`config.mk`:
```
export PLATFORM = sky130hd
export DESIGN_NAME = cal_filter_ctrl
export DESIGN_NICKNAME = d
export VERILOG_FILES = /design/src/cal_filter_pkg.sv /design/src/cal_coef_if.sv /design/src/cal_coef_mem.sv /design/src/cal_filter_ctrl.sv
export SDC_FILE = /design/constraint.sdc
export NUM_CORES = 1
export LEC_CHECK = 0
export BUFFER_PORTS_ARGS = -buffer_cell sky130_fd_sc_hd__buf_4
export CORE_ASPECT_RATIO = 1.1
export CORE_MARGIN = 5
export CORE_UTILIZATION = 62
export DETAILED_ROUTE_END_ITERATION = 6
export PLACE_DENSITY = 0.8
export SYNTH_ARGS = -nofsm -noshare
export SYNTH_HDL_FRONTEND = slang
export SYNTH_SLANG_ARGS = --single-unit
```
`constraint.sdc`:
```
create_clock -name sys_clk_in -period 17.6 [get_ports sys_clk_in]
set_input_delay 1.76 -clock sys_clk_in [delete_from_list [all_inputs] [get_ports sys_clk_in]]
set_output_delay 1.76 -clock sys_clk_in [all_outputs]
set_load 0.01 [all_outputs]
```
`src/cal_filter_pkg.sv`:
```
// cal_filter_pkg: shared constants for calibration sequencing and filter select
// assumes: classic wishbone slave with 32-bit data, one clock
package cal_filter_pkg;
	// register byte offsets
	localparam logic [7:0] CTRL_OFFS     = 8'h00;
	localparam logic [7:0] STATUS_OFFS   = 8'h04;
	localparam logic [7:0] IRQ_STAT_OFFS = 8'h08;
	localparam logic [7:0] IRQ_MASK_OFFS = 8'h0c;
	localparam logic [7:0] FILTER_OFFS   = 8'h80;
	localparam logic [7:0] OFFSET_OFFS   = 8'h20;
	localparam logic [7:0] GAIN_OFFS     = 8'h40;
	localparam logic [7:0] MEAS_OFFS     = 8'h60;
	localparam logic [7:0] SETUPS        = 8'h08;
	// control register fields
	localparam int MODE_LSB  = 0;
	localparam int SETUP_LSB = 4;
	// filter register fields: divider [10:0], type [19:16]
	localparam int DIV_LSB   = 0;
	localparam int TYPE_LSB  = 16;
	// mode codes
	localparam logic [3:0] MODE_IDLE     = 4'h0;
	localparam logic [3:0] MODE_INT_OFFS = 4'h5;
	localparam logic [3:0] MODE_INT_GAIN = 4'h6;
	localparam logic [3:0] MODE_SYS_OFFS = 4'h7;
	localparam logic [3:0] MODE_SYS_GAIN = 4'h8;
	// filter type codes
	localparam logic [3:0] FILT_SINC4    = 4'h0;
	localparam logic [3:0] FILT_SINC4_AV = 4'h1;
	localparam logic [3:0] FILT_SINC3    = 4'h2;
	localparam logic [3:0] FILT_REJ60    = 4'h3;
	localparam logic [3:0] FILT_SINC3_AV = 4'h4;
	localparam logic [3:0] FILT_POST1    = 4'h5;
	localparam logic [3:0] FILT_POST4    = 4'h8;
	// divider limits and conversion multipliers (main-clock cycles)
	localparam logic [10:0] DIV_MIN      = 11'h001;
	localparam logic [10:0] DIV_SINC4_MAX = 11'h00a;
	localparam logic [10:0] DIV_RESET    = 11'h030;
	localparam logic [19:0] MUL_STD      = 20'h00020;
	localparam logic [19:0] MUL_SINC4_AV = 20'h00160;
	localparam logic [19:0] MUL_SINC3_AV = 20'h00140;
	localparam logic [19:0] POST1_CYC    = 20'h00b80;
	localparam logic [19:0] POST2_CYC    = 20'h00c80;
	localparam logic [19:0] POST3_CYC    = 20'h00f80;
	localparam logic [19:0] POST4_CYC    = 20'h01280;
	// first conversion on a new channel spans the filter's full settling
	localparam logic [2:0]  SETTLE_SINC3 = 3'h3;
	localparam logic [2:0]  SETTLE_SINC4 = 3'h4;
	localparam logic [2:0]  SETTLE_ONE   = 3'h1;
	// reset values of the coefficients
	localparam logic [15:0] OFFSET_RESET = 16'h8000;
	localparam logic [15:0] GAIN_RESET   = 16'h5555;
	// interrupt status bits
	localparam int IRQ_CAL_DONE = 0;
	localparam int IRQ_DIV_CLAMP = 1;
	localparam int IRQ_W        = 2;
endpackage

```
`src/cal_coef_if.sv`:
```
// cal_coef_if: carries a coefficient read and write between control and store
// assumes: both ends on sys_clk_in
`timescale 1ns/1ns
`default_nettype none
interface cal_coef_if;
	logic        wr_en;
	logic [3:0]  wr_addr;
	logic [15:0] wr_data;
	logic [3:0]  rd_addr;
	logic [15:0] rd_data;
	modport ctrl (output wr_en, output wr_addr, output wr_data, output rd_addr, input rd_data);
	modport store (input wr_en, input wr_addr, input wr_data, input rd_addr, output rd_data);
endinterface
`default_nettype wire

```
`src/cal_coef_mem.sv`:
```
// cal_coef_mem: offset and gain coefficients, eight setups each (index 0-7 offset, 8-15 gain)
// assumes: synchronous write, registered read data one cycle after address
`timescale 1ns/1ns
`default_nettype none
module cal_coef_mem (
	// clock and reset
	input  wire logic       sys_clk_in,
	input  wire logic       rst_in,
	// access port
	cal_coef_if.store       port
);
	logic [15:0] mem_reg  [16];
	logic [15:0] mem_next [16];
	logic [15:0] rd_reg;
	logic [15:0] rd_next;

	// per-entry write; reset puts coefficients at their defaults
	genvar i;
	for (i = 0; i < 16; i++) begin : g_ent
		always_comb begin
			mem_next[i] = mem_reg[i];
			if (port.wr_en && port.wr_addr == 4'(i)) begin
				mem_next[i] = port.wr_data;
			end
		end
		always_ff @(posedge sys_clk_in or posedge rst_in) begin
			if (rst_in) begin
				mem_reg[i] <= (i < 8) ? cal_filter_pkg::OFFSET_RESET : cal_filter_pkg::GAIN_RESET;
			end else begin
				mem_reg[i] <= mem_next[i];
			end
		end
	end

	// read data comes out of a register
	always_comb begin
		rd_next = mem_reg[port.rd_addr];
	end
	always_ff @(posedge sys_clk_in or posedge rst_in) begin
		if (rst_in) begin
			rd_reg <= 16'h0000;
		end else begin
			rd_reg <= rd_next;
		end
	end
	assign port.rd_data = rd_reg;
endmodule
`default_nettype wire

```
`src/cal_filter_ctrl.sv`:
```
// cal_filter_ctrl: calibration sequencing, per-setup filter select, conversion timing
// assumes: classic wishbone slave, front end delivers a 16-bit measurement on meas_valid_in
//
// The placing of the registers and the Wishbone slave port are this design's own decisions.
`timescale 1ns/1ns
`default_nettype none
module cal_filter_ctrl (
	// clock and reset
	input  wire logic        sys_clk_in,
	input  wire logic        rst_in,
	// wishbone slave
	input  wire logic        wb_cyc_i,
	input  wire logic        wb_stb_i,
	input  wire logic        wb_we_i,
	input  wire logic [7:0]  wb_adr_i,
	input  wire logic [3:0]  wb_sel_i,
	input  wire logic [31:0] wb_dat_i,
	output logic      [31:0] wb_dat_o,
	output logic             wb_ack_o,
	// analog front end
	input  wire logic        meas_valid_in,
	input  wire logic [15:0] meas_data_in,
	output logic             positive_input_open_out,
	output logic             tie_positive_to_negative_out,
	output logic             full_scale_ref_out,
	output logic [3:0]       filter_type_out,
	output logic [10:0]      rate_divider_out,
	// status
	output logic             data_ready_out,
	output logic             irq_out
);
	typedef enum logic [1:0] {ST_IDLE, ST_CONV, ST_DONE} cal_state_t;

	cal_coef_if coef ();
	cal_coef_mem u_mem (
		.sys_clk_in (sys_clk_in),
		.rst_in     (rst_in),
		.port       (coef)
	);

	cal_state_t  state_reg, state_next;
	logic [3:0]  mode_reg, mode_next;
	logic [2:0]  setup_reg, setup_next;
	logic [19:0] cnt_reg, cnt_next;
	logic        pend_reg, pend_next;
	logic [15:0] meas_reg, meas_next;
	logic [3:0]  ftype_reg [8];
	logic [3:0]  ftype_next [8];
	logic [10:0] div_reg [8];
	logic [10:0] div_next [8];
	logic [2:0]  start_setup;
	logic [1:0]  ist_reg, ist_next, imask_reg, imask_next;
	logic        ack_reg, ack_next;
	logic [31:0] rdat_reg, rdat_next;
	logic        mvs1_reg, mvs2_reg;
	logic [19:0] conv_cyc;
	logic [10:0] eff_div;
	logic        wb_req, wr_hit, cal_done_ev, clamp_ev;
	logic [2:0]  ws;
	logic        w_filt, w_ctrl;
	logic [2:0]  settle;

	// a clamp is judged on the setup being started, not on the one left over from the last run
	assign start_setup = wb_dat_i[cal_filter_pkg::SETUP_LSB +: 3];
	assign clamp_ev    = w_ctrl && wb_dat_i[cal_filter_pkg::MODE_LSB +: 4] >= cal_filter_pkg::MODE_INT_OFFS
		&& wb_dat_i[cal_filter_pkg::MODE_LSB +: 4] <= cal_filter_pkg::MODE_SYS_GAIN
		&& (ftype_reg[start_setup] == cal_filter_pkg::FILT_SINC4
		|| ftype_reg[start_setup] == cal_filter_pkg::FILT_SINC4_AV)
		&& div_reg[start_setup] > cal_filter_pkg::DIV_SINC4_MAX;

	assign wb_req = wb_cyc_i && wb_stb_i && !ack_reg;
	assign wr_hit = wb_req && wb_we_i && wb_sel_i[0];
	assign ws     = wb_adr_i[4:2];
	assign w_filt = wr_hit && (wb_adr_i[7:5] == cal_filter_pkg::FILTER_OFFS[7:5]);
	assign w_ctrl = wr_hit && (wb_adr_i == cal_filter_pkg::CTRL_OFFS) && state_reg == ST_IDLE;

	// valid from the front end crosses from the analog side, so it is synchronised
	always_ff @(posedge sys_clk_in or posedge rst_in) begin
		if (rst_in) begin
			mvs1_reg <= 1'b0;
			mvs2_reg <= 1'b0;
		end else begin
			mvs1_reg <= meas_valid_in;
			mvs2_reg <= mvs1_reg;
		end
	end

	// per-setup filter fields: sinc3 after reset, a divider write below DIV_MIN is refused
	genvar g;
	for (g = 0; g < 8; g++) begin : g_setup
		always_comb begin
			logic [10:0] d;
			logic [3:0]  t;
			d = wb_dat_i[cal_filter_pkg::DIV_LSB +: 11];
			t = wb_dat_i[cal_filter_pkg::TYPE_LSB +: 4];
			ftype_next[g] = ftype_reg[g];
			div_next[g]   = div_reg[g];
			if (w_filt && ws == 3'(g) && wb_sel_i[2]) begin
				if (t <= cal_filter_pkg::FILT_POST4) begin
					ftype_next[g] = t;
				end
			end
			if (w_filt && ws == 3'(g) && d >= cal_filter_pkg::DIV_MIN) begin
				div_next[g] = d;
			end
		end
		always_ff @(posedge sys_clk_in or posedge rst_in) begin
			if (rst_in) begin
				ftype_reg[g] <= cal_filter_pkg::FILT_SINC3;
				div_reg[g]   <= cal_filter_pkg::DIV_RESET;
			end else begin
				ftype_reg[g] <= ftype_next[g];
				div_reg[g]   <= div_next[g];
			end
		end
	end

	// effective divider and conversion length for the active setup
	always_comb begin
		eff_div  = div_reg[setup_reg];
		conv_cyc = 20'h00000;
		settle   = cal_filter_pkg::SETTLE_ONE;
		case (ftype_reg[setup_reg])
			cal_filter_pkg::FILT_SINC4, cal_filter_pkg::FILT_SINC4_AV: begin
				if (eff_div > cal_filter_pkg::DIV_SINC4_MAX) begin
					eff_div  = cal_filter_pkg::DIV_SINC4_MAX;
				end
			end
			default: begin
			end
		endcase
		case (ftype_reg[setup_reg])
			cal_filter_pkg::FILT_SINC4: begin
				conv_cyc = 20'(cal_filter_pkg::MUL_STD * eff_div);
				settle   = cal_filter_pkg::SETTLE_SINC4;
			end
			cal_filter_pkg::FILT_SINC4_AV: conv_cyc = 20'(cal_filter_pkg::MUL_SINC4_AV * eff_div);
			cal_filter_pkg::FILT_SINC3, cal_filter_pkg::FILT_REJ60: begin
				conv_cyc = 20'(cal_filter_pkg::MUL_STD * eff_div);
				settle   = cal_filter_pkg::SETTLE_SINC3;
			end
			cal_filter_pkg::FILT_SINC3_AV: conv_cyc = 20'(cal_filter_pkg::MUL_SINC3_AV * eff_div);
			4'h5: conv_cyc = cal_filter_pkg::POST1_CYC;
			4'h6: conv_cyc = cal_filter_pkg::POST2_CYC;
			4'h7: conv_cyc = cal_filter_pkg::POST3_CYC;
			default: conv_cyc = cal_filter_pkg::POST4_CYC;
		endcase
	end

	// calibration sequencer
	always_comb begin
		logic [3:0] m;
		m            = wb_dat_i[cal_filter_pkg::MODE_LSB +: 4];
		state_next   = state_reg;
		mode_next    = mode_reg;
		setup_next   = setup_reg;
		cnt_next     = cnt_reg;
		pend_next    = pend_reg;
		meas_next    = meas_reg;
		cal_done_ev  = 1'b0;
		coef.wr_en   = 1'b0;
		coef.wr_addr = {mode_reg == cal_filter_pkg::MODE_INT_GAIN || mode_reg == cal_filter_pkg::MODE_SYS_GAIN,
			setup_reg};
		coef.wr_data = meas_reg;
		if (mvs2_reg) begin
			meas_next = meas_data_in;
		end
		case (state_reg)
			ST_IDLE: begin
				if (w_ctrl && m >= cal_filter_pkg::MODE_INT_OFFS && m <= cal_filter_pkg::MODE_SYS_GAIN) begin
					mode_next  = m;
					setup_next = wb_dat_i[cal_filter_pkg::SETUP_LSB +: 3];
					pend_next  = 1'b1;
					cnt_next   = 20'h00000;
					state_next = ST_CONV;
				end
			end
			ST_CONV: begin
				// one first conversion: filter settling times the settled period
				cnt_next = cnt_reg + 20'h00001;
				if (cnt_reg >= 20'(conv_cyc * settle) - 20'h00001) begin
					state_next = ST_DONE;
				end
			end
			ST_DONE: begin
				coef.wr_en  = 1'b1;
				pend_next   = 1'b0;
				mode_next   = cal_filter_pkg::MODE_IDLE;
				cal_done_ev = 1'b1;
				state_next  = ST_IDLE;
			end
			default: state_next = ST_IDLE;
		endcase
	end
	always_ff @(posedge sys_clk_in or posedge rst_in) begin
		if (rst_in) begin
			state_reg <= ST_IDLE;
			mode_reg  <= cal_filter_pkg::MODE_IDLE;
			setup_reg <= 3'h0;
			cnt_reg   <= 20'h00000;
			pend_reg  <= 1'b0;
			meas_reg  <= 16'h0000;
		end else begin
			state_reg <= state_next;
			mode_reg  <= mode_next;
			setup_reg <= setup_next;
			cnt_reg   <= cnt_next;
			pend_reg  <= pend_next;
			meas_reg  <= meas_next;
		end
	end

	// input routing: internal offset cal shorts the positive input onto the negative one
	assign positive_input_open_out     = mode_reg == cal_filter_pkg::MODE_INT_OFFS;
	assign tie_positive_to_negative_out = mode_reg == cal_filter_pkg::MODE_INT_OFFS;
	assign full_scale_ref_out          = mode_reg == cal_filter_pkg::MODE_INT_GAIN;
	assign filter_type_out             = ftype_reg[setup_reg];
	assign rate_divider_out            = eff_div;
	assign data_ready_out              = pend_reg;

	// interrupt status: set wins over a write-one clear
	always_comb begin
		logic [1:0] ev;
		ev = {clamp_ev, cal_done_ev};
		ist_next   = ist_reg;
		imask_next = imask_reg;
		if (wr_hit && wb_adr_i == cal_filter_pkg::IRQ_STAT_OFFS) begin
			ist_next = ist_reg & ~wb_dat_i[1:0];
		end
		if (wr_hit && wb_adr_i == cal_filter_pkg::IRQ_MASK_OFFS) begin
			imask_next = wb_dat_i[1:0];
		end
		ist_next = ist_next | ev;
	end
	always_ff @(posedge sys_clk_in or posedge rst_in) begin
		if (rst_in) begin
			ist_reg   <= 2'h0;
			imask_reg <= 2'h0;
		end else begin
			ist_reg   <= ist_next;
			imask_reg <= imask_next;
		end
	end
	assign irq_out = |(ist_reg & imask_reg);

	// coefficient reads use the registered store port; ack waits one extra cycle for it
	assign coef.rd_addr = {wb_adr_i[5] == 1'b0 && wb_adr_i[6], wb_adr_i[4:2]};
	logic rd_wait_reg, rd_wait_next;
	always_comb begin
		logic coef_hit;
		coef_hit     = wb_adr_i[7:5] == cal_filter_pkg::OFFSET_OFFS[7:5] ||
			wb_adr_i[7:5] == cal_filter_pkg::GAIN_OFFS[7:5];
		ack_next     = 1'b0;
		rd_wait_next = 1'b0;
		rdat_next    = rdat_reg;
		if (wb_req) begin
			if (coef_hit && !wb_we_i && !rd_wait_reg) begin
				rd_wait_next = 1'b1;
			end else begin
				ack_next  = 1'b1;
				rdat_next = 32'h00000000;
				if (coef_hit) begin
					rdat_next = {16'h0000, coef.rd_data};
				end else if (wb_adr_i[7:5] == cal_filter_pkg::FILTER_OFFS[7:5]) begin
					rdat_next = {12'h000, ftype_reg[ws], 5'h00, div_reg[ws]};
				end else begin
					case (wb_adr_i)
						cal_filter_pkg::CTRL_OFFS:     rdat_next = {25'h0, setup_reg, mode_reg};
						cal_filter_pkg::STATUS_OFFS:   rdat_next = {30'h0, state_reg != ST_IDLE, pend_reg};
						cal_filter_pkg::IRQ_STAT_OFFS: rdat_next = {30'h0, ist_reg};
						cal_filter_pkg::IRQ_MASK_OFFS: rdat_next = {30'h0, imask_reg};
						cal_filter_pkg::MEAS_OFFS:     rdat_next = {16'h0, meas_reg};
						default:                       rdat_next = 32'h00000000;
					endcase
				end
			end
		end
	end
	always_ff @(posedge sys_clk_in or posedge rst_in) begin
		if (rst_in) begin
			ack_reg     <= 1'b0;
			rd_wait_reg <= 1'b0;
			rdat_reg    <= 32'h00000000;
		end else begin
			ack_reg     <= ack_next;
			rd_wait_reg <= rd_wait_next;
			rdat_reg    <= rdat_next;
		end
	end
	assign wb_ack_o = ack_reg;
	assign wb_dat_o = rdat_reg;
endmodule
`default_nettype wire

```
# ---- Yosys cells after proc, flatten, opt, wreduce, memory -nomap -nowiden
# Index checks and enable logic that the tools add are counted.
dict set report op_classes {
  n_mux 43
  reduce_logical 88
  addsub 2
  n_bitwise 10
  magnitude_cmp 11
  n_eq_ne 44
  n_mul 3
}
# op n
set op_table {}
lappend op_table {{20-bit one-hot mux with 6 select lines} 1}
lappend op_table {{11-bit binary-select mux with 3-bit select} 3}
lappend op_table {{11-bit 2-to-1 mux} 8}
lappend op_table {{16-bit one-hot mux with 5 select lines} 1}
lappend op_table {{16-bit binary-select mux with 4-bit select} 1}
lappend op_table {{20-bit 2-to-1 mux} 3}
lappend op_table {{1-bit logical AND} 56}
lappend op_table {{4-bit by 3-bit == test with 1-bit output, second input constant} 10}
lappend op_table {{20-bit one-hot mux with 2 select lines} 1}
lappend op_table {{4-bit binary-select mux with 3-bit select} 3}
lappend op_table {{4-bit == test, second input constant} 9}
lappend op_table {{16-bit 2-to-1 mux} 2}
lappend op_table {{4-bit 2-to-1 mux} 7}
lappend op_table {{2-bit AND reduction} 13}
lappend op_table {{11-bit by 4-bit > comparator with 1-bit output, second input constant} 2}
lappend op_table {{20-bit by 1-bit adder with 20-bit output, second input constant} 1}
lappend op_table {{20-bit greater-or-equal comparator} 1}
lappend op_table {{20-bit by 3-bit multiplier with 20-bit output} 1}
lappend op_table {{20-bit by 1-bit subtractor with 20-bit output, second input constant} 1}
lappend op_table {{4-bit by 2-bit == test with 1-bit output, second input constant} 4}
lappend op_table {{8-bit by 4-bit == test with 1-bit output, second input constant} 2}
lappend op_table {{3-bit == test, second input constant} 5}
lappend op_table {{4-bit by 11-bit multiplier with 15-bit output, first input constant} 1}
lappend op_table {{3-bit by 11-bit multiplier with 14-bit output, first input constant} 1}
lappend op_table {{35 further kinds} 64}
dict set report totals {
  reg_bits 478
  word_cells 247
  out_inout_bits 53
}

# ---- Logic depth before layout (Yosys ltp)
dict set report depth {
  word_depth 14
  depth_mapped 38
  ltp_nobuf 34
}

# ---- Modules after synthesis
# Synthesis repeated with hierarchy kept, for this count alone.
dict set report hier_totals {
  hier_cells 1938
  area_unflattened_um2 25350.6
}
# mod seq_area_each_um2 n_inst area_per_inst_um2 cells_each
set modules_own_cells {}
lappend modules_own_cells {cal_filter_ctrl 4884.7 1 13406.6 1210}
lappend modules_own_cells {cal_coef_mem 6896.6 1 11944.0 728}

# ---- Worst setup path after synthesis
# No wires, ideal clock.
dict set report synth_path {
  path_kind {register to register}
  startpoint {register setup_reg[1]}
  endpoint {register state_reg[0]}
  setup_slack_ns 10.188
  setup_ns 0.063
  t_arrival_ns 7.349
  period_less_slack_ns 7.412
  path_stages_with_launch 37
  cell_sequence {dfrtp_1 -> buf_4 -> buf_2 -> buf_4 -> mux4_2 -> mux2i_4 -> o21ai_1 -> a2111oi_2 -> nor2_1 -> nor2_1 -> ha_1 -> ha_1 -> inv_1 -> fa_1 -> o21ai_0 -> a22oi_1 -> nor2_1 -> a21oi_1 -> nand2b_1 -> ha_1 -> fa_1 -> inv_1 -> ha_1 -> o21a_1 -> nor2_1 -> a21oi_1 -> a21oi_1 -> xor2_1 -> ha_1 -> a21o_1 -> a21o_1 -> a21o_1 -> a21o_1 -> a211oi_1 -> o31ai_1 -> a211oi_1 -> or2_2}
}
dict set report synth_between {
  elab_chain_cells 14
}
# item line_no
set synth_lines {}
lappend synth_lines {{start: declaration} cal_filter_ctrl.sv:43} ;# logic [2:0] setup_reg, setup_next;
lappend synth_lines {{start signal: assignment} cal_filter_ctrl.sv:206} ;# setup_reg <= setup_next;
lappend synth_lines {{3-bit inverter with 4-bit output (not written as such) *} {cal_filter_ctrl.sv:120, cal_filter_ctrl.sv:123}}
lappend synth_lines {{11-bit binary-select mux with 3-bit select or 4-bit binary-select mux with 3-bit select (tied branches)} {cal_filter_ctrl.sv:120, cal_filter_ctrl.sv:123}}
lappend synth_lines {{11-bit 2-to-1 mux (not written as such) or 4-bit 2-to-1 mux (tied branches) (2 in series)} {cal_filter_ctrl.sv:120, cal_filter_ctrl.sv:123}}
lappend synth_lines {{11-bit by 4-bit > comparator with 1-bit output (tied with other cells)} cal_filter_ctrl.sv:125} ;# if (eff_div > cal_filter_pkg::DIV_SINC4_MAX) begin
lappend synth_lines {{11-bit 2-to-1 mux or 2-bit OR reduction (tied branches)} {cal_filter_ctrl.sv:125, cal_filter_ctrl.sv:123}}
lappend synth_lines {{11-bit 2-to-1 mux *} cal_filter_ctrl.sv:123} ;# case (ftype_reg[setup_reg])
lappend synth_lines {{via rate_divider_out[2]} cal_filter_ctrl.sv:27} ;# output logic [10:0] rate_divider_out,
lappend synth_lines {{4-bit by 11-bit multiplier with 15-bit output or 3-bit by 11-bit multiplier with 14-bit output (tied branches)} {cal_filter_ctrl.sv:137, cal_filter_ctrl.sv:142}}
lappend synth_lines {{20-bit one-hot mux with 6 select lines *} cal_filter_ctrl.sv:132} ;# case (ftype_reg[setup_reg])
lappend synth_lines {{20-bit by 3-bit multiplier with 20-bit output *} cal_filter_ctrl.sv:181} ;# if (cnt_reg >= 20'(conv_cyc * settle) - 20'h00001) begin
lappend synth_lines {{20-bit by 1-bit subtractor with 20-bit output *} cal_filter_ctrl.sv:181}
lappend synth_lines {{20-bit greater-or-equal comparator *} cal_filter_ctrl.sv:181}
lappend synth_lines {{2-bit != test (no source line) *} --}
lappend synth_lines {{2-bit AND reduction (no source line) *} --}
lappend synth_lines {{end signal: assignment} cal_filter_ctrl.sv:204} ;# state_reg <= state_next;
lappend synth_lines {{end: declaration} cal_filter_ctrl.sv:41} ;# cal_state_t state_reg, state_next;
# Mark *: on every way through the listed nets, which the timed path passes. The rest lies on a longest branch. The select of a mux whose other input is x is not followed.
# A chain may end at the register's enable or synchronous reset.

# ---- Final worst setup path
dict set report layout_path {
  startpoint {register setup_reg[0]}
  endpoint {register state_reg[0]}
}
dict set report layout_between {
  elab_chain_cells 14
}
# item line_no
set layout_lines {}
lappend layout_lines {{3-bit inverter with 4-bit output (not written as such) *} {cal_filter_ctrl.sv:120, cal_filter_ctrl.sv:123, cal_filter_ctrl.sv:132}}
lappend layout_lines {{11-bit binary-select mux with 3-bit select or 4-bit binary-select mux with 3-bit select (tied branches)} {cal_filter_ctrl.sv:120, cal_filter_ctrl.sv:123, cal_filter_ctrl.sv:132}}
lappend layout_lines {{11-bit 2-to-1 mux (not written as such) or 4-bit 2-to-1 mux (tied branches) (2 in series)} {cal_filter_ctrl.sv:120, cal_filter_ctrl.sv:123, cal_filter_ctrl.sv:132}}
lappend layout_lines {{11-bit by 4-bit > comparator with 1-bit output (tied with other cells)} cal_filter_ctrl.sv:125}
lappend layout_lines {{11-bit 2-to-1 mux or 2-bit OR reduction (tied branches)} {cal_filter_ctrl.sv:125, cal_filter_ctrl.sv:123}}
lappend layout_lines {{11-bit 2-to-1 mux} cal_filter_ctrl.sv:123}
lappend layout_lines {{4-bit by 11-bit multiplier with 15-bit output or 3-bit by 11-bit multiplier with 14-bit output (tied branches)} {cal_filter_ctrl.sv:137, cal_filter_ctrl.sv:142}}
lappend layout_lines {{20-bit one-hot mux with 6 select lines} cal_filter_ctrl.sv:132}
lappend layout_lines {{20-bit by 3-bit multiplier with 20-bit output *} cal_filter_ctrl.sv:181}
lappend layout_lines {{20-bit by 1-bit subtractor with 20-bit output *} cal_filter_ctrl.sv:181}
lappend layout_lines {{20-bit greater-or-equal comparator *} cal_filter_ctrl.sv:181}
lappend layout_lines {{2-bit != test (no source line) *} --}
lappend layout_lines {{2-bit AND reduction (no source line) *} --}
# Every way passes the cells marked *; elsewhere a longest branch is shown, timed or not. The select of a mux whose other input is x is not followed.

==> impl_metrics.csv <==
group,metric,value,unit
yosys,yosys_warnings,0,
worst_setup_path,crit_required,18110,ps
timing,rsz0062_at_grt,"no",
die,die_height,222.7,um
yosys,synth_top_family_by_area,"multiplexers",
clock_tree,worstSkewPairLatency,570,ps
yosys,ys_types,79,
route,drt_iter0_drc,1424,
worst_setup_path,critPathLaunchType,"flip-flop",
worst_setup_path,cpMostUsedCell,"ha_1",
timing,worst_pin_slew,1207,ps
clock_tree,tritoncts,"done",
timing,setup_viol,0,
layout,diodes,0,
worst_setup_path,rr_worst_depth,35,
clock_tree,h-tree-depth,2,
layout,final_common_cell,"mux2_2",
yosys,async_flop_share,1.000,
worst_setup_path,slowest_delay,560,ps
pwr,vdd_drop_max,0.0001435,V
clock_tree,cts_buffers,46,
timing,timing.slew.headroom,0.1936,
yosys,synth_top_flop_cell,"dfrtp_1",
place,gp_congestion,0.8936,
die,num_rows,78,
route,drc,2,
status,violations,"DRC",
die,start_util,0.6223,
die,core_area,0.04099,mm2
worst_setup_path,r2r-end,"state_reg[0]",
yosys,synth.ff_latch_count,466,
clock_tree,ctsHoldBuffers,0,
yosys,muxShareOfSynthArea,0.3035,
yosys,netlist_area,0.02551,mm2
yosys,synth_xor_area_frac,0.009271,
timing,tns,0,ps
global_route,grtUsageMet2,0.4908,
place,hpwl,42.48,mm
worst_setup_path,end_kind,"flip-flop",
global_route,top_usage_layer,"met2",
timing,finalMaxSlewViolations,0,
global_route,grt_start_max_net_pins,195,
global_route,grt_use_total,0.2868,
timing,fmax,111.4,MHz
worst_setup_path,cp.arrival,9480,ps
layout,stdcell_count,2562,
global_route,grt_pass1_vias,17982,
yosys,synth.avg_cell_area,13.03,um2
clock_tree,post_cts_buffers,0,
place,dp_cells,2477,
die,die-area,0.04530,mm2
route,drt-wirelength-per-cell,25.22,um
global_route,grt_pass1_wl,102.5,mm
pwr,p_per_area,87.64,mW/mm2
yosys,synth_fa_ha_area_frac,0.05484,
worst_setup_path,rr_startpoint,"setup_reg[0]",
worst_setup_path,cp_slowest_cell,"buf_4",
job,maxCapViolCount,0,
route,vias,17114,
global_route,antenna_found_initial,0,
yosys,synth_compound_area_frac,0.06166,
yosys,synth-edff-count,0,
timing,period_share,0.5100,
die,io_pins,119,
worst_hold_path,holdPathEnd,"mvs2_reg",
route,vias_per_cell,6.680,
timing,clock_skew,21.16,ps
die,die_x,203.4,um
yosys,yosys.area_share.simple,0.07226,
status,run_status,"complete, but fails checks",
worst_hold_path,hold_class,"reg2reg",
route,routed_wl,64.62,mm
place,io_buffers,87,
worst_setup_path,r2r_setup_slack,8620,ps
worst_hold_path,holdPathStages,0,
layout,final_cell_mix,"mux2_2, dfrtp_1, nand2_1",
pwr,p_leak,0.01323,uW
route,dr.pass1.iters,7,
route,drtAntennaViolNets,0,
global_route,grt_use_met3,0.04525,
yosys,yosysSeqAreaShare,0.4619,
global_route,grt.overflow.total,0,
clock_tree,clockBufferDepth,3,
timing,finalHoldViolations,0,
clock_tree,clk_pin_slew_worst_paths,60,ps
yosys,synthCells,1958,
worst_setup_path,path_max_fanout,42,
clock_tree,clock_sinks,466,
layout,drive_above_1_share,0.4153,
pwr,power,2472,uW
layout,nets,2169,
timing,fin_crit,8975,ps
worst_hold_path,holdCritStartpoint,"mvs1_reg",
layout,syn_to_final_growth,10.57,%
worst_setup_path,crit_type,"reg2reg",
clock_tree,cts_root_buf,"clkbuf_16",
clock_tree,cts_resized,0,
global_route,use_met1,0.3664,
layout,largest_register_ffs,256,
-- how the worst max path moves through the flow --
| stage | startpoint | to | depth (start not counted) |
|---|---|---|---|
| floorplan | rst_in | cnt_reg[0] | 1 |
| global route | setup_reg[0] | state_reg[0] | 35 |
| finish | setup_reg[0] | state_reg[0] | 35 |
| detailed placement | setup_reg[0] | state_reg[0] | 35 |
| CTS | setup_reg[0] | state_reg[0] | 35 |
| global placement | setup_reg[0] | state_reg[0] | 35 |
-- logic make-up after synthesis --
logic type / Yosys count
multiplexers: 550
flip-flops: 466
AND/OR/NAND/NOR: 380
AO/OA/AOI/OAI: 226
buffers and inverters: 209
adder cells (fa/ha/maj): 98
XOR/XNOR: 27
other: 2
-- metal layers --
layer | vias up | wire (um)
met4 | 0 | 3124
li1 | 7331 | -
met2 | 750 | 32720
met5 | - | 0
met3 | 222 | 4317
met1 | 8811 | 24470
-- where the power goes --
group / total, uW / switching (uW) / internal [uW]
combinational: 230 / 130 / 100
sequential: 1130 / 35.5 / 1100
clock: 1110 / 433 / 676
total: 2470 / 599 / 1870
-- cells in the mapped netlist, types with 4 or more instances --
cell / number / area share
a211oi_1: 7 / 0.0021
and2_1: 4 / 0.00098
nor3_1: 20 / 0.0039
and3_1: 15 / 0.0037
mux2_2: 397 / 0.18
a21oi_1: 44 / 0.0086
clkbuf_1: 76 / 0.011
a22oi_1: 8 / 0.0024
nor2_1: 71 / 0.010
inv_1: 76 / 0.011
or3_1: 8 / 0.0020
nand3_1: 35 / 0.0069
o31ai_1: 6 / 0.0018
xor2_1: 12 / 0.0041
buf_4: 19 / 0.0056
nor3_2: 5 / 0.0020
o211ai_1: 6 / 0.0018
nand2_1: 142 / 0.021
o21a_1: 8 / 0.0024
o22ai_1: 9 / 0.0022
xnor2_1: 15 / 0.0052
a31oi_1: 15 / 0.0037
nand4_1: 9 / 0.0022
a22o_1: 7 / 0.0024
o221ai_1: 8 / 0.0027
dfrtp_1: 370 / 0.36
fa_1: 23 / 0.018
and4_1: 5 / 0.0017
nor4_1: 14 / 0.0034
mux2i_1: 14 / 0.0055
dfstp_2: 96 / 0.099
nor2b_1: 5 / 0.0012
mux4_2: 138 / 0.12
a222oi_1: 12 / 0.0047
buf_1: 12 / 0.0018
a221oi_1: 4 / 0.0014
a21o_1: 15 / 0.0044
nand2b_1: 25 / 0.0061
o41ai_1: 6 / 0.0021
nand3b_1: 4 / 0.0012
ha_1: 75 / 0.037
o21ai_0: 39 / 0.0077
buf_6: 6 / 0.0026
buf_2: 19 / 0.0037
-- layout make-up --
| type | count | area [um2] |
|---|---|---|
| Multi-Input combinational cell | 1303 | 12900 |
| Fill cell | 2735 | 12790 |
| Sequential cell | 466 | 11780 |
| Clock buffer | 59 | 1270 |
| Timing Repair Buffer | 112 | 857.1 |
| Tap cell | 520 | 650.6 |
| Clock inverter | 26 | 445.4 |
| Inverter | 76 | 292.8 |
-- worst max-delay path: cells and delay by family, from the launching register on --
kind	cells	cell delay (ps)
compound gates	18	3740
buf+inv	3	690
xor+xnor	1	180
simple gates	6	1430
fa+ha+maj	7	2530
flops	1	340
-- through the flow --
| step | util | hold slack (ps) | cell area (um2) | setup slack (ps) |
|---|---|---|---|---|
| global placement | 0.6462 | 332.4 | 26490 | 9053 |
| global route | 0.6881 | 368.6 | 28200 | 8130 |
| detailed placement | 0.6462 | 334.7 | 26490 | 8822 |
| CTS | 0.6881 | 348.8 | 28200 | 8753 |
| floorplan | - | 331.2 | 25580 | 3003 |
| finish | 0.6881 | 348.2 | 28200 | 8625 |
Power figures use the tool's default switching activity.
